### config.mk
export PLATFORM = sky130hd
export DESIGN_NAME = cable_diagnostic_control
export DESIGN_NICKNAME = d
export VERILOG_FILES = /design/src/rtl/cable_diag_pkg.sv /design/src/rtl/cable_diagnostic_control.sv
export SDC_FILE = /design/constraint.sdc
export NUM_CORES = 1
export LEC_CHECK = 0
export BUFFER_PORTS_ARGS = -buffer_cell sky130_fd_sc_hd__buf_4
export CAP_MARGIN = 20
export CORE_ASPECT_RATIO = 0.8
export CORE_MARGIN = 4
export CORE_UTILIZATION = 37
export DETAILED_ROUTE_END_ITERATION = 8
export SLEW_MARGIN = 20
export SYNTH_ARGS = -nofsm -noshare
export SYNTH_HDL_FRONTEND = slang
export SYNTH_SLANG_ARGS = --single-unit
### constraint.sdc
create_clock -name mclk -period 2.4 [get_ports mclk]
set_input_delay 0.12 -clock mclk [delete_from_list [all_inputs] [get_ports mclk]]
set_output_delay 0.12 -clock mclk [all_outputs]
set_load 0.01 [all_outputs]
### src/rtl/cable_diag_pkg.sv
// shared constants and types for the cable diagnostic control block
package cable_diag_pkg;
	// register word and address widths
	localparam int ADDR_W = 16;
	localparam int DATA_W = 16;

	// register offsets
	localparam logic [15:0] OFF_EQ_TIMER   = 16'h0126;
	localparam logic [15:0] OFF_DIAG_CTRL  = 16'h0155;
	localparam logic [15:0] OFF_MAIN_CTRL  = 16'h0170;
	localparam logic [15:0] OFF_PULSE_CTRL = 16'h0171;
	localparam logic [15:0] OFF_LISTEN     = 16'h0173;
	localparam logic [15:0] OFF_SHORT_THR  = 16'h0177;
	localparam logic [15:0] OFF_IRQ_STAT   = 16'h0190;
	localparam logic [15:0] OFF_IRQ_MASK   = 16'h0191;

	// field positions in the diagnostic control word
	localparam int POS_START   = 15;
	localparam int POS_BUSY    = 12;
	localparam int POS_SUM_LO  = 4;
	// field positions in the main control word
	localparam int POS_CROSS   = 14;
	localparam int POS_TX_BYP  = 13;
	localparam int POS_RX_BYP  = 12;
	localparam int POS_AVG_LO  = 8;
	// field positions in the other control words
	localparam int POS_REFL_LO = 0;
	localparam int POS_LIST_LO = 8;
	localparam int POS_THR_LO  = 8;

	// reset values
	localparam logic [15:0] RST_EQ_TIMER   = 16'h461B;
	localparam logic [3:0]  RST_DIAG_LOW   = 4'h1;
	localparam logic [7:0]  RST_SUM        = 8'hF4;
	localparam logic [15:0] RST_MAIN_CTRL  = 16'h0E52;
	localparam logic [15:0] RST_PULSE_CTRL = 16'hC85C;
	localparam logic [15:0] RST_LISTEN     = 16'hFF1E;
	localparam logic [15:0] RST_SHORT_THR  = 16'h189B;

	// writable bits per word; the rest read back as stored
	localparam logic [15:0] WMASK_MAIN     = 16'h7FFF;
	localparam logic [15:0] WMASK_FULL     = 16'hFFFF;

	// averaging code that is reserved, and the code it falls back to
	localparam logic [2:0]  AVG_RESERVED   = 3'h7;
	localparam logic [2:0]  AVG_FALLBACK   = 3'h6;

	// interrupt status bits
	localparam int IRQ_W        = 2;
	localparam int IRQ_DONE     = 0;
	localparam int IRQ_REFUSED  = 1;

	// diagnostic sequencer states
	typedef enum logic {st_idle, st_run} diag_state_t;

	// settings handed to the reflectometry engine
	typedef struct packed {
		logic       cross_enable;
		logic       run_tx;
		logic       run_rx;
		logic [6:0] avg_cycles;
		logic [3:0] self_refl;
		logic [7:0] listen_len;
		logic [4:0] short_thresh;
	} engine_cfg_t;
endpackage : cable_diag_pkg

### src/rtl/cable_diagnostic_control.sv
// register file and launch sequencer for the cable diagnostics
//
// Local design decision: strobed register access.
`timescale 1ns/1ps
module cable_diagnostic_control (
	input  wire logic                        mclk,
	input  wire logic                        nrst,
	input  wire logic [15:0]                 addr,
	input  wire logic [15:0]                 wr_data,
	input  wire logic                        wr_stb,
	input  wire logic                        rd_stb,
	output logic      [15:0]                 rd_data,
	output logic                             engine_start,
	output cable_diag_pkg::engine_cfg_t      engine_cfg,
	input  wire logic                        engine_done,
	input  wire logic [7:0]                  active_diag_sum_result,
	output logic                             irq
);

	// address compare shared by read and write decoding
	function automatic logic hit(input logic [15:0] a, input logic [15:0] off);
		hit = (a == off);
	endfunction : hit

	// masked write: only bits set in m take the new value
	function automatic logic [15:0] merge(
		input logic [15:0] old_v,
		input logic [15:0] new_v,
		input logic [15:0] m
	);
		merge = (old_v & ~m) | (new_v & m);
	endfunction : merge

	// register write strobes, one per word
	logic wr_eq;       // equalizer timer word
	logic wr_diag;     // diagnostic control word
	logic wr_main;     // main control word
	logic wr_pulse;    // pulse control word
	logic wr_listen;   // listen length word
	logic wr_thr;      // short cable threshold word
	logic wr_istat;    // interrupt status
	logic wr_imask;    // interrupt mask

	// write decode, unmapped writes fall through to nothing
	always_comb
	begin
		wr_eq     = wr_stb && hit(addr, cable_diag_pkg::OFF_EQ_TIMER);
		wr_diag   = wr_stb && hit(addr, cable_diag_pkg::OFF_DIAG_CTRL);
		wr_main   = wr_stb && hit(addr, cable_diag_pkg::OFF_MAIN_CTRL);
		wr_pulse  = wr_stb && hit(addr, cable_diag_pkg::OFF_PULSE_CTRL);
		wr_listen = wr_stb && hit(addr, cable_diag_pkg::OFF_LISTEN);
		wr_thr    = wr_stb && hit(addr, cable_diag_pkg::OFF_SHORT_THR);
		wr_istat  = wr_stb && hit(addr, cable_diag_pkg::OFF_IRQ_STAT);
		wr_imask  = wr_stb && hit(addr, cable_diag_pkg::OFF_IRQ_MASK);
	end

	// configuration words, held whole so reserved bits read back
	logic [15:0] eq_ff;       // equalizer timer, no effect here
	logic [15:0] main_ff;     // cross, bypass and averaging
	logic [15:0] pulse_ff;    // expected self-reflection
	logic [15:0] listen_ff;   // listen duration
	logic [15:0] thr_ff;      // short cable threshold
	logic [3:0]  dlow_ff;     // reserved low bits of diag word
	logic [15:0] nxt_eq;
	logic [15:0] nxt_main;
	logic [15:0] nxt_pulse;
	logic [15:0] nxt_listen;
	logic [15:0] nxt_thr;
	logic [3:0]  nxt_dlow;

	// next values of the configuration words
	always_comb
	begin
		nxt_eq     = eq_ff;
		nxt_main   = main_ff;
		nxt_pulse  = pulse_ff;
		nxt_listen = listen_ff;
		nxt_thr    = thr_ff;
		nxt_dlow   = dlow_ff;
		// bit 15 of the main word is read-only zero
		if (wr_main)
			nxt_main = merge(main_ff, wr_data, cable_diag_pkg::WMASK_MAIN);
		if (wr_eq)
			nxt_eq = merge(eq_ff, wr_data, cable_diag_pkg::WMASK_FULL);
		if (wr_pulse)
			nxt_pulse = wr_data;
		if (wr_listen)
			nxt_listen = wr_data;
		if (wr_thr)
			nxt_thr = wr_data;
		if (wr_diag)
			nxt_dlow = wr_data[3:0];
	end

	// configuration registers with their reset values
	always_ff @(posedge mclk or negedge nrst)
	begin
		if (!nrst)
		begin
			eq_ff     <= cable_diag_pkg::RST_EQ_TIMER;
			main_ff   <= cable_diag_pkg::RST_MAIN_CTRL;
			pulse_ff  <= cable_diag_pkg::RST_PULSE_CTRL;
			listen_ff <= cable_diag_pkg::RST_LISTEN;
			thr_ff    <= cable_diag_pkg::RST_SHORT_THR;
			dlow_ff   <= cable_diag_pkg::RST_DIAG_LOW;
		end
		else
		begin
			eq_ff     <= nxt_eq;
			main_ff   <= nxt_main;
			pulse_ff  <= nxt_pulse;
			listen_ff <= nxt_listen;
			thr_ff    <= nxt_thr;
			dlow_ff   <= nxt_dlow;
		end
	end

	// averaging code, the reserved code is run as the largest count
	logic [2:0] avg_code;
	always_comb
	begin
		avg_code = main_ff[cable_diag_pkg::POS_AVG_LO +: 3];
		if (avg_code == cable_diag_pkg::AVG_RESERVED)
			avg_code = cable_diag_pkg::AVG_FALLBACK;
	end

	// engine settings; a bypass bit of one removes that pair
	always_comb
	begin
		engine_cfg.cross_enable = !main_ff[cable_diag_pkg::POS_CROSS];
		engine_cfg.run_tx       = !main_ff[cable_diag_pkg::POS_TX_BYP];
		engine_cfg.run_rx       = !main_ff[cable_diag_pkg::POS_RX_BYP];
		engine_cfg.avg_cycles   = 7'h01 << avg_code;
		engine_cfg.self_refl    = pulse_ff[cable_diag_pkg::POS_REFL_LO +: 4];
		engine_cfg.listen_len   = listen_ff[cable_diag_pkg::POS_LIST_LO +: 8];
		engine_cfg.short_thresh = thr_ff[cable_diag_pkg::POS_THR_LO +: 5];
	end

	// launch sequencer state
	cable_diag_pkg::diag_state_t state_ff;
	cable_diag_pkg::diag_state_t nxt_state;
	logic       busy_ff;     // status bit, one until done
	logic       start_ff;    // one-cycle launch pulse
	logic [7:0] sum_ff;      // result captured on completion
	logic       nxt_busy;
	logic       nxt_start;
	logic [7:0] nxt_sum;
	logic       launch_req;  // software asked for a run
	logic       ev_done;     // run completed this cycle
	logic       ev_refused;  // launch asked while already running

	// sequencer next state; a launch while running is refused
	always_comb
	begin
		nxt_state  = state_ff;
		nxt_busy   = busy_ff;
		nxt_start  = 1'b0;
		nxt_sum    = sum_ff;
		ev_done    = 1'b0;
		ev_refused = 1'b0;
		launch_req = wr_diag && wr_data[cable_diag_pkg::POS_START];
		case (state_ff)
			cable_diag_pkg::st_idle:
			begin
				// a written zero launches nothing
				if (launch_req)
				begin
					nxt_state = cable_diag_pkg::st_run;
					nxt_start = 1'b1;
					nxt_busy  = 1'b1;
				end
			end
			cable_diag_pkg::st_run:
			begin
				// the engine reports the end with a single pulse
				if (engine_done)
				begin
					nxt_state = cable_diag_pkg::st_idle;
					nxt_busy  = 1'b0;
					nxt_sum   = active_diag_sum_result;
					ev_done   = 1'b1;
				end
				// relaunching mid-run would corrupt the averages
				if (launch_req)
					ev_refused = 1'b1;
			end
			default:
				nxt_state = cable_diag_pkg::st_idle;
		endcase
	end

	// sequencer registers; status reads one out of reset
	always_ff @(posedge mclk or negedge nrst)
	begin
		if (!nrst)
		begin
			state_ff <= cable_diag_pkg::st_idle;
			busy_ff  <= 1'b1;
			start_ff <= 1'b0;
			sum_ff   <= cable_diag_pkg::RST_SUM;
		end
		else
		begin
			state_ff <= nxt_state;
			busy_ff  <= nxt_busy;
			start_ff <= nxt_start;
			sum_ff   <= nxt_sum;
		end
	end

	// launch goes to the engine; start bit itself is never stored
	assign engine_start = start_ff;

	// interrupt status and mask
	logic [1:0] istat_ff;    // sticky events
	logic [1:0] imask_ff;    // one lets the event through
	logic [1:0] nxt_istat;
	logic [1:0] nxt_imask;
	logic [1:0] ev_vec;

	// write one clears; a same-cycle event wins over the clear
	always_comb
	begin
		ev_vec = '0;
		ev_vec[cable_diag_pkg::IRQ_DONE]    = ev_done;
		ev_vec[cable_diag_pkg::IRQ_REFUSED] = ev_refused;
		nxt_istat = istat_ff;
		nxt_imask = imask_ff;
		if (wr_istat)
			nxt_istat = istat_ff & ~wr_data[1:0];
		nxt_istat = nxt_istat | ev_vec;
		if (wr_imask)
			nxt_imask = wr_data[1:0];
	end

	// interrupt registers, all masked off after reset
	always_ff @(posedge mclk or negedge nrst)
	begin
		if (!nrst)
		begin
			istat_ff <= '0;
			imask_ff <= '0;
		end
		else
		begin
			istat_ff <= nxt_istat;
			imask_ff <= nxt_imask;
		end
	end

	// level interrupt while any unmasked event is pending
	assign irq = |(istat_ff & imask_ff);

	// read data, valid only in the cycle after the strobe
	logic [15:0] rd_ff;
	logic [15:0] nxt_rd;
	logic [15:0] diag_word;

	// diag word: start reads zero, bits 14:13 reserved zero
	always_comb
	begin
		diag_word = {12'h000, dlow_ff};
		diag_word[cable_diag_pkg::POS_BUSY] = busy_ff;
		diag_word[cable_diag_pkg::POS_SUM_LO +: 8] = sum_ff;
	end

	// read mux, unmapped addresses return zero
	always_comb
	begin
		nxt_rd = '0;
		if (!rd_stb)
			nxt_rd = '0;
		else if (hit(addr, cable_diag_pkg::OFF_EQ_TIMER))
			nxt_rd = eq_ff;
		else if (hit(addr, cable_diag_pkg::OFF_DIAG_CTRL))
			nxt_rd = diag_word;
		else if (hit(addr, cable_diag_pkg::OFF_MAIN_CTRL))
			nxt_rd = main_ff;
		else if (hit(addr, cable_diag_pkg::OFF_PULSE_CTRL))
			nxt_rd = pulse_ff;
		else if (hit(addr, cable_diag_pkg::OFF_LISTEN))
			nxt_rd = listen_ff;
		else if (hit(addr, cable_diag_pkg::OFF_SHORT_THR))
			nxt_rd = thr_ff;
		else if (hit(addr, cable_diag_pkg::OFF_IRQ_STAT))
			nxt_rd = {14'h0000, istat_ff};
		else if (hit(addr, cable_diag_pkg::OFF_IRQ_MASK))
			nxt_rd = {14'h0000, imask_ff};
	end

	// read data register
	always_ff @(posedge mclk or negedge nrst)
	begin
		if (!nrst)
			rd_ff <= '0;
		else
			rd_ff <= nxt_rd;
	end

	assign rd_data = rd_ff;
endmodule : cable_diagnostic_control

Yosys cells after proc, flatten, opt, wreduce, memory -nomap -nowiden
Index checks and enable logic that the tools add are counted.
{ "totals": {"out_inout_bits": 45, "register_bits": 115, "wordCells": 67, "input_bits": 45} }
{ "classes": {"mux": 21, "bitwise_logic": 6, "shifts": 1, "n_reduce_logical": 15, "n_eq_ne": 11} }
{ "ops": {"columns": ["cell", "count"], "rows": [
  ["16-bit by 9-bit equality test with 1-bit output (second input constant)", 8],
  ["16-bit 2-to-1 mux", 7],
  ["16-bit by 15-bit OR with 16-bit output", 1],
  ["1-bit logical AND", 9],
  ["1-bit 2-to-1 mux", 8],
  ["1-bit by 3-bit << shifter with 7-bit output (first input constant)", 1],
  ["2-bit 2-to-1 mux", 3],
  ["2-bit bitwise AND", 2],
  ["2-bit inequality test (second input constant)", 2],
  ["1-bit one-hot mux with 2 select lines", 2],
  ["2-bit AND reduction", 2],
  ["3-bit equality test (second input constant)", 1],
  ["1-bit logical NOT", 3],
  ["3-bit 2-to-1 mux", 1],
  ["2-bit NOT", 1],
  ["2-bit OR", 1],
  ["2-bit OR reduction", 1],
  ["1-bit NOT", 1]
]} }

Logic depth before layout (Yosys ltp)
Gate-level depths: netlist (run 1).
{ "depth": {"depth_word": 10, "mapped_depth": 8, "ltp_nobuf": 5} }

Least setup slack after synthesis (run 1)
Ideal clock, no wire load.
{ "synth_timing": {"path_type": "input to register", "startpoint": "input port addr[15]", "endpoint": "register main_ff[12]", "setup_slack_ns": 0.479, "arrival_time_ns": 1.796, "setup_time_ns": 0.125, "required_time_ns": 2.275, "cell_stages": 5, "n_path_buf": 1, "path_cell_list": "or4b_4 > nor4_4 > nand2_4 > buf_6 > mux2_4"} }
{ "synth_via": {"elab_chain_len": 2} }
{ "synth_lines": {"columns": ["element", "line", "text"], "rows": [
  ["from (decl)", "cable_diagnostic_control.sv:8", "input wire logic [15:0] addr,"],
  ["16-bit by 9-bit equality test with 1-bit output", "cable_diagnostic_control.sv:22", "hit = (a == off);"],
  ["1-bit logical AND", "cable_diagnostic_control.sv:49", "wr_main = wr_stb && hit(addr, cable_diag_pkg::OFF_MAIN_CTRL);"],
  ["to (signal assigned)", "cable_diagnostic_control.sv:101", "main_ff <= cable_diag_pkg::RST_MAIN_CTRL;"],
  ["to (signal assigned)", "cable_diagnostic_control.sv:110", "main_ff <= nxt_main;"],
  ["to (decl)", "cable_diagnostic_control.sv:59", "logic [15:0] main_ff;"]
]} }
Every way passes these cells.
A chain may end at the register's enable or synchronous reset.

Final worst setup path (run 1)
{ "layout_timing": {"startpoint": "input port addr[15]", "endpoint": "register eq_ff[11]"} }
{ "layout_via": {"elab_chain_len": 2} }
{ "layout_lines": {"columns": ["element", "line", "text"], "rows": [
  ["16-bit by 9-bit equality test with 1-bit output", "cable_diagnostic_control.sv:22", null],
  ["1-bit logical AND", "cable_diagnostic_control.sv:47", "wr_eq = wr_stb && hit(addr, cable_diag_pkg::OFF_EQ_TIMER);"],
  ["to (signal assigned)", "cable_diagnostic_control.sv:100", "eq_ff <= cable_diag_pkg::RST_EQ_TIMER;"],
  ["to (signal assigned)", "cable_diagnostic_control.sv:109", "eq_ff <= nxt_eq;"],
  ["to (decl)", "cable_diagnostic_control.sv:58", "logic [15:0] eq_ff;"]
]} }
Every way passes these cells.

==> run_results.csv, run 1 <==
group,metric,value,unit
yosys,ys_seq_area_share,54.46,%
finish,final_nets,562,
sta,hold_viol_final,0,
critical_path,endpoint,"eq_ff[11]",
die,io_pins,90,
critical_path,crit_fanout,16,
yosys,synth_top_area_share,31.84,%
clock_network,htree_levels,4,
critical_path,setup.worst_path.start,"addr[15]",
placed_design,place.gp.congestion,0.8045,
yosys,synth-main-ff-cell,"dfrtp_1",
clock_network,postCtsSetupRepairBufs,0,
critical_path,worstReg2RegEnd,"rd_data[9]",
yosys,postSynthNetCount,446,
critical_path,cp-start-kind,"primary input",
clock_network,cts_hold_buf,24,
placed_design,placed_cells,654,
global_route,grt_overflow_total,0,
sta,fin_skew,0.004834,ns
critical_path,r2r_slack,0.93,ns
critical_path,end_kind,"register",
global_route,grt_pass1_wl,22330,um
sta,max_slew_margin,58.51,%
routing,drc,0,
die,die_h,115.5,um
routing,initialDrtViolationCount,275,
critical_path,r2r_start,"thr_ff[9]",
clock_network,cts-buffers-inserted,17,
finish,drive_gt1_share,52.64,%
critical_path,crit_chain,"buf_4, nor4b_1, buf_4, nand3_1, nor2_1, nand2_2, mux2_2",
yosys,yosys-top-cells-count,"mux2_2, dfrtp_1, dfstp_2",
yosys,synth_most_common_cell,"mux2_2",
critical_path,r2r_cells,4,
yosys,synthCells,401,
yosys,synth_edf_count,0,
yosys,synth_cell_types,60,
run,cap_viol_max_count,0,
critical_path,crit_buf_inv,2,
placed_design,placed_cell_area,6172,um2
die,die_x,142.4,um
finish,stdcell_count,710,
sta,period_share,66.92,%
critical_path,critical_path.most_common_cell,"buf_4",
clock_network,clk_root_buffer_cell,"clkbuf_16",
critical_path,crit_slowest_cell,"mux2_2",
sta,final.min_clock_period,1.606,ns
die,rows,38,
pwr,leakagePower,0.003227,uW
pwr,max-vdd-ir-drop,0.4375,mV
yosys,synthArstFlopShare,100.0,%
sta,tns,0,ns
sta,setup_violations,0,
clock_network,clk_latency,0.41,ns
sta,clock.fmax,622.6,MHz
placed_design,place_hpwl,9529,um
sta,drv_slew,0,
clock_network,cts_resized,0,
critical_path,path_depth,7,
critical_path,slowest_delay,0.39,ns
placed_design,port_buffers,89,
yosys,yosysWarningCount,0,
yosys,post-synth-top-area-cell,"dfrtp_1",
finish,area_delta_synth_final,30.34,%
global_route,grt_max_degree,74,
clock_network,cts_sinks,114,
routing,vias,3856,
critical_path,critPathTopFamily,"simple AND/OR/NAND/NOR gates",
finish,finalInstanceArea,6965,um2
routing,via_per_inst,5.431,
clock_network,path_clk_slew,0.05,ns
pwr,powerDensity,653.3,nW/um2
global_route,grt_pass1_vias,3957,
min_path,hold_class,"in -> reg",
sta,tightest_slew,0.6139,ns
global_route,grt_usage,17.80,%
die,start_util,38.62,%
die,core_area,13840,um2
critical_path,arrival,1.90,ns
clock_network,cts_buffer_depth,2,
run_status,status,"finished, final reports clean",
sta,rsz0062_at_grt,"false",
routing,wl_per_cell,19.83,um
yosys,synth_area_leaders,"dfrtp_1, dfstp_2, mux2_2",
critical_path,critPathKind,"in -> reg",
global_route,antenna_found_initial,0,
routing,routed_wl,14080,um
yosys,syn_area,5344,um2
routing,firstDrtPassIters,6,
die,die-area,16440,um2
critical_path,cp_data_required_time,2.69,ns
yosys,synth_area_per_cell,13.33,um2
clock_network,tritoncts,"done",
finish,diodes,0,
routing,final_antenna_net_count,0,
yosys,ys_ff_latch,114,
[where the power goes]
group          total, uW  internal [uW]  switching, uW  leakage (uW)
combinational        228            108            120       0.00153
clock               2370           1510            858      0.000277
sequential          1960           1950           8.59       0.00142
[final cells by class]
class                           instances  area (um2)
Tap cell                              180       225.2
Inverter                                7       26.28
Multi-Input combinational cell        245        2187
Timing Repair Buffer                  132        1064
Clock inverter                         12       116.4
Clock buffer                           20       436.7
Fill cell                            1222        6870
Sequential cell                       114        2910
[stage by stage]
step	total power (uW)	setup slack, ns	hold slack (ns)	util [%]
global route	4715	0.6574	0.002630	50.34
detailed placement	2185	0.3725	0.1402	44.61
CTS	4584	0.7852	0.002319	50.34
finish	4551	0.7938	0.007372	50.34
global placement	2181	0.4385	0.1320	44.61
floorplan	2043	0.4787	-0.1756	-
[layout by cell type (no fill, tap or decap), types with 4 or more instances in the layout]
master	n
inv_1	7
o21ai_0	7
clkbuf_16	17
dfrtp_1	68
mux2_1	9
nor2_1	10
a211oi_1	5
and4_1	4
a21oi_1	17
a222oi_1	9
a21boi_0	5
mux2_4	10
nand2_1	13
o2bb2ai_1	4
dlygate4sd3_1	24
dfstp_2	46
nor3b_1	5
buf_4	107
mux2_2	74
clkinv_2	8
o221ai_1	7
[per-layer routing]
metal | track usage, % | vias to the layer above | part of all wire, %
met5 | 0 | - | 0
met4 | 5.510 | 0 | 1.4
met3 | 3.795 | 16 | 4.9
met2 | 25.97 | 108 | 44
met1 | 26.68 | 1975 | 49
li1 | - | 1757 | -
[state kept, by name, summed over array words and instances (netlist names)]
name          flops
eq_ff            16
listen_ff        16
pulse_ff         16
rd_data          16
thr_ff           16
main_ff          15
sum_ff            8
dlow_ff           4
imask_ff          2
istat_ff          2
busy_ff           1
engine_start      1
state_ff          1
[cells by family (layout without fill, tap and decap cells)]
group	after synthesis	count (layout)	share of synthesized area, %
flops	114	114	54.46
buf+inv	42	171	4.613
mux	96	96	20.86
compound gates	80	80	11.12
simple gates	69	69	8.945
[worst min-delay path by stage]
stage | from | endpoint | slack, ns | cells after the start
after floorplan | nrst | dlow_ff[1] | -0.18 | 0
after global placement | nrst | rd_data[12] | 0.13 | 1
after detailed placement | nrst | rd_data[12] | 0.14 | 1
after CTS | wr_data[15] | pulse_ff[15] | 0.002 | 2
after global routing | wr_data[0] | pulse_ff[0] | 0.003 | 2
final | wr_data[0] | pulse_ff[0] | 0.007 | 2
No activity file was read; power rests on OpenSTA's default activity.
==> run 2: changes to the inputs <==
clock period = 1.66 ns   (was 2.4 ns; I/O delays follow)
==> run 2 against run 1 <==
Global-route usage up 0.60 points. Critical endpoint is now thr_ff[5]. Clock power up 53%. Non-clock buffer count up 33. Power up 50%. Combinational power up 61%. Critical path depth down 2. Highest routed layer unchanged. Worst setup slack worse by 0.67 ns.
==> run_results.csv, run 2 (synthesis gave the netlist of run 1 again) <==
group,metric,value,unit
routing,drc,0,
pwr,p_total,6820,uW
routing,routed_wl,14690,um
routing,final_antenna_net_count,0,
critical_path,crit_chain,"buf_4, or4_4, nor3_4, nand3_4, mux2_2",
sta,clock.fmax,649.9,MHz
sta,rsz0062_at_grt,"false",
pwr,pwr-share-clk,53.2,%
finish,diodes,0,
finish,multiInputGateArea,2252,um2
critical_path,cp_data_required_time,1.95,ns
placed_design,port_buffers,89,
clock_network,cts-buffers-inserted,17,
clock_network,clk_latency,0.42,ns
pwr,switching_share,21.97,%
global_route,grt_usage,18.40,%
pwr,pwr-share-seq,41.5,%
sta,period_share,92.70,%
die,die-area,16440,um2
routing,maxUsedRoutingLayer,"met4",
routing,wl_met3,855,um
sta,setup_violations,0,
sta,drv_slew,0,
die,rows,38,
die,core_area,13840,um2
die,die_h,115.5,um
pwr,leakagePower,0.003441,uW
routing,wl_per_cell,19.77,um
die,start_util,38.62,%
pwr,max-vdd-ir-drop,0.7393,mV
global_route,grt_max_degree,42,
routing,wl_met2,6460,um
placed_design,place_hpwl,10210,um
global_route,antenna_found_initial,0,
sta,hold_ws,0.04290,ns
sta,hold_viol_final,0,
pwr,power_switching,1498,uW
critical_path,arrival,1.83,ns
critical_path,slowest_delay,0.57,ns
finish,area_delta_synth_final,38.30,%
routing,firstDrtPassIters,8,
finish,seq_area,2910,um2
pwr,powerDensity,922.8,nW/um2
critical_path,crit_slowest_cell,"or4_4",
die,io_pins,90,
finish,final_common_cell,"buf_4",
sta,fin_skew,0.01067,ns
placed_design,placed_cell_area,6533,um2
run_status,status,"finished, final reports clean",
clock_network,postCtsSetupRepairBufs,0,
critical_path,end_kind,"register",
global_route,grt_pass1_wl,22820,um
sta,tightest_slew,0.5014,ns
clock_network,cts_buffer_depth,2,
min_path,hold_class,"in -> reg",
sta,max_slew_margin,65.71,%
routing,via_per_inst,5.346,
placed_design,place.gp.congestion,0.8686,
sta,tns,0,ns
pwr,p_int,5322,uW
finish,fillers,1161,
global_route,grt_pass1_vias,4082,
routing,vias,3972,
routing,wl_met1,7227,um
run,cap_viol_max_count,0,
die,die_x,142.4,um
global_route,grt_overflow_total,0,
finish,final_nets,595,
clock_network,htree_levels,4,
clock_network,path_clk_slew,0.05,ns
clock_network,tritoncts,"done",
clock_network,cts_sinks,114,
clock_network,clk_root_buffer_cell,"clkbuf_16",
finish,drive_gt1_share,57.37,%
pwr,p_comb_share,5.4,%
critical_path,cp-start-kind,"primary input",
critical_path,critPathKind,"in -> reg",
routing,initialDrtViolationCount,304,
sta,final.min_clock_period,1.539,ns
finish,final_cell_mix,"buf_4, mux2_2, dfrtp_1",
finish,finalInstanceArea,7391,um2
critical_path,crit_fanout,16,
-- run 2: worst paths after layout --
kind / slack (ns) / to / cells past startpoint / start
setup reg to reg: 0.20 / rd_data[9] / 4 / thr_ff[9]
max in group asynchronous: 0.83 / eq_ff[4] / 3 / nrst
min in group asynchronous: 0.18 / rd_data[15] / 2 / nrst
hold / removal: 0.04 / rd_data[1] / 3 / rd_stb
hold reg to reg: 0.47 / busy_ff / 2 / busy_ff
setup / recovery: 0.12 / thr_ff[5] / 5 / addr[11]
-- run 2: area by class of cell --
cell class                 count  area share (%)
sequential                   114           39.38
multi-input combinational    245           30.47
timing repair buffer         165           18.66
clock buffer                  20           6.315
tap                          180           3.047
clock inverter                12           1.778
inverter                       7          0.3555
-- run 2: timing repair --
| item | CTS | global route |
|---|---|---|
| hold endpoints to repair | 130 | 0 |
| hold buffers | 26 | 0 |
| gates resized for setup | 0 | 0 |
-- run 2: per-layer routing --
layer  global-route usage (%)  up-vias
met5                        0        -
met4                    5.256        0
met3                    5.116       13
met2                    27.51      116
met1                    26.45     2016
li1                         -     1827
-- run 2: power groups by stage --
stage	Combinational (uW)	Clock (uW)	Sequential, uW
6_report	367	3630	2830
5_1_grt	405	3820	2830
4_1_cts	372	3690	2830
3_5_place_dp	322	0	2870
3_3_place_gp	315	0	2870
2_1_floorplan	91.9	0	2870
-- run 2: stage by stage --
step / worst slack, ns / cells / utilization (%)
after floorplan: -0.2212 / 401 / -
after global placement: -0.2762 / 685 / 47.21
after detailed placement: -0.3065 / 685 / 47.21
after CTS: 0.1236 / 743 / 53.42
after global routing: 0.05572 / 743 / 53.42
final: 0.1213 / 743 / 53.42
-- run 2: critical path: cells and delay by family --
family                 cells  cell delay [ns]
buffers and inverters      1             0.12
multiplexers               1             0.37
AND/OR/NAND/NOR            3             1.24
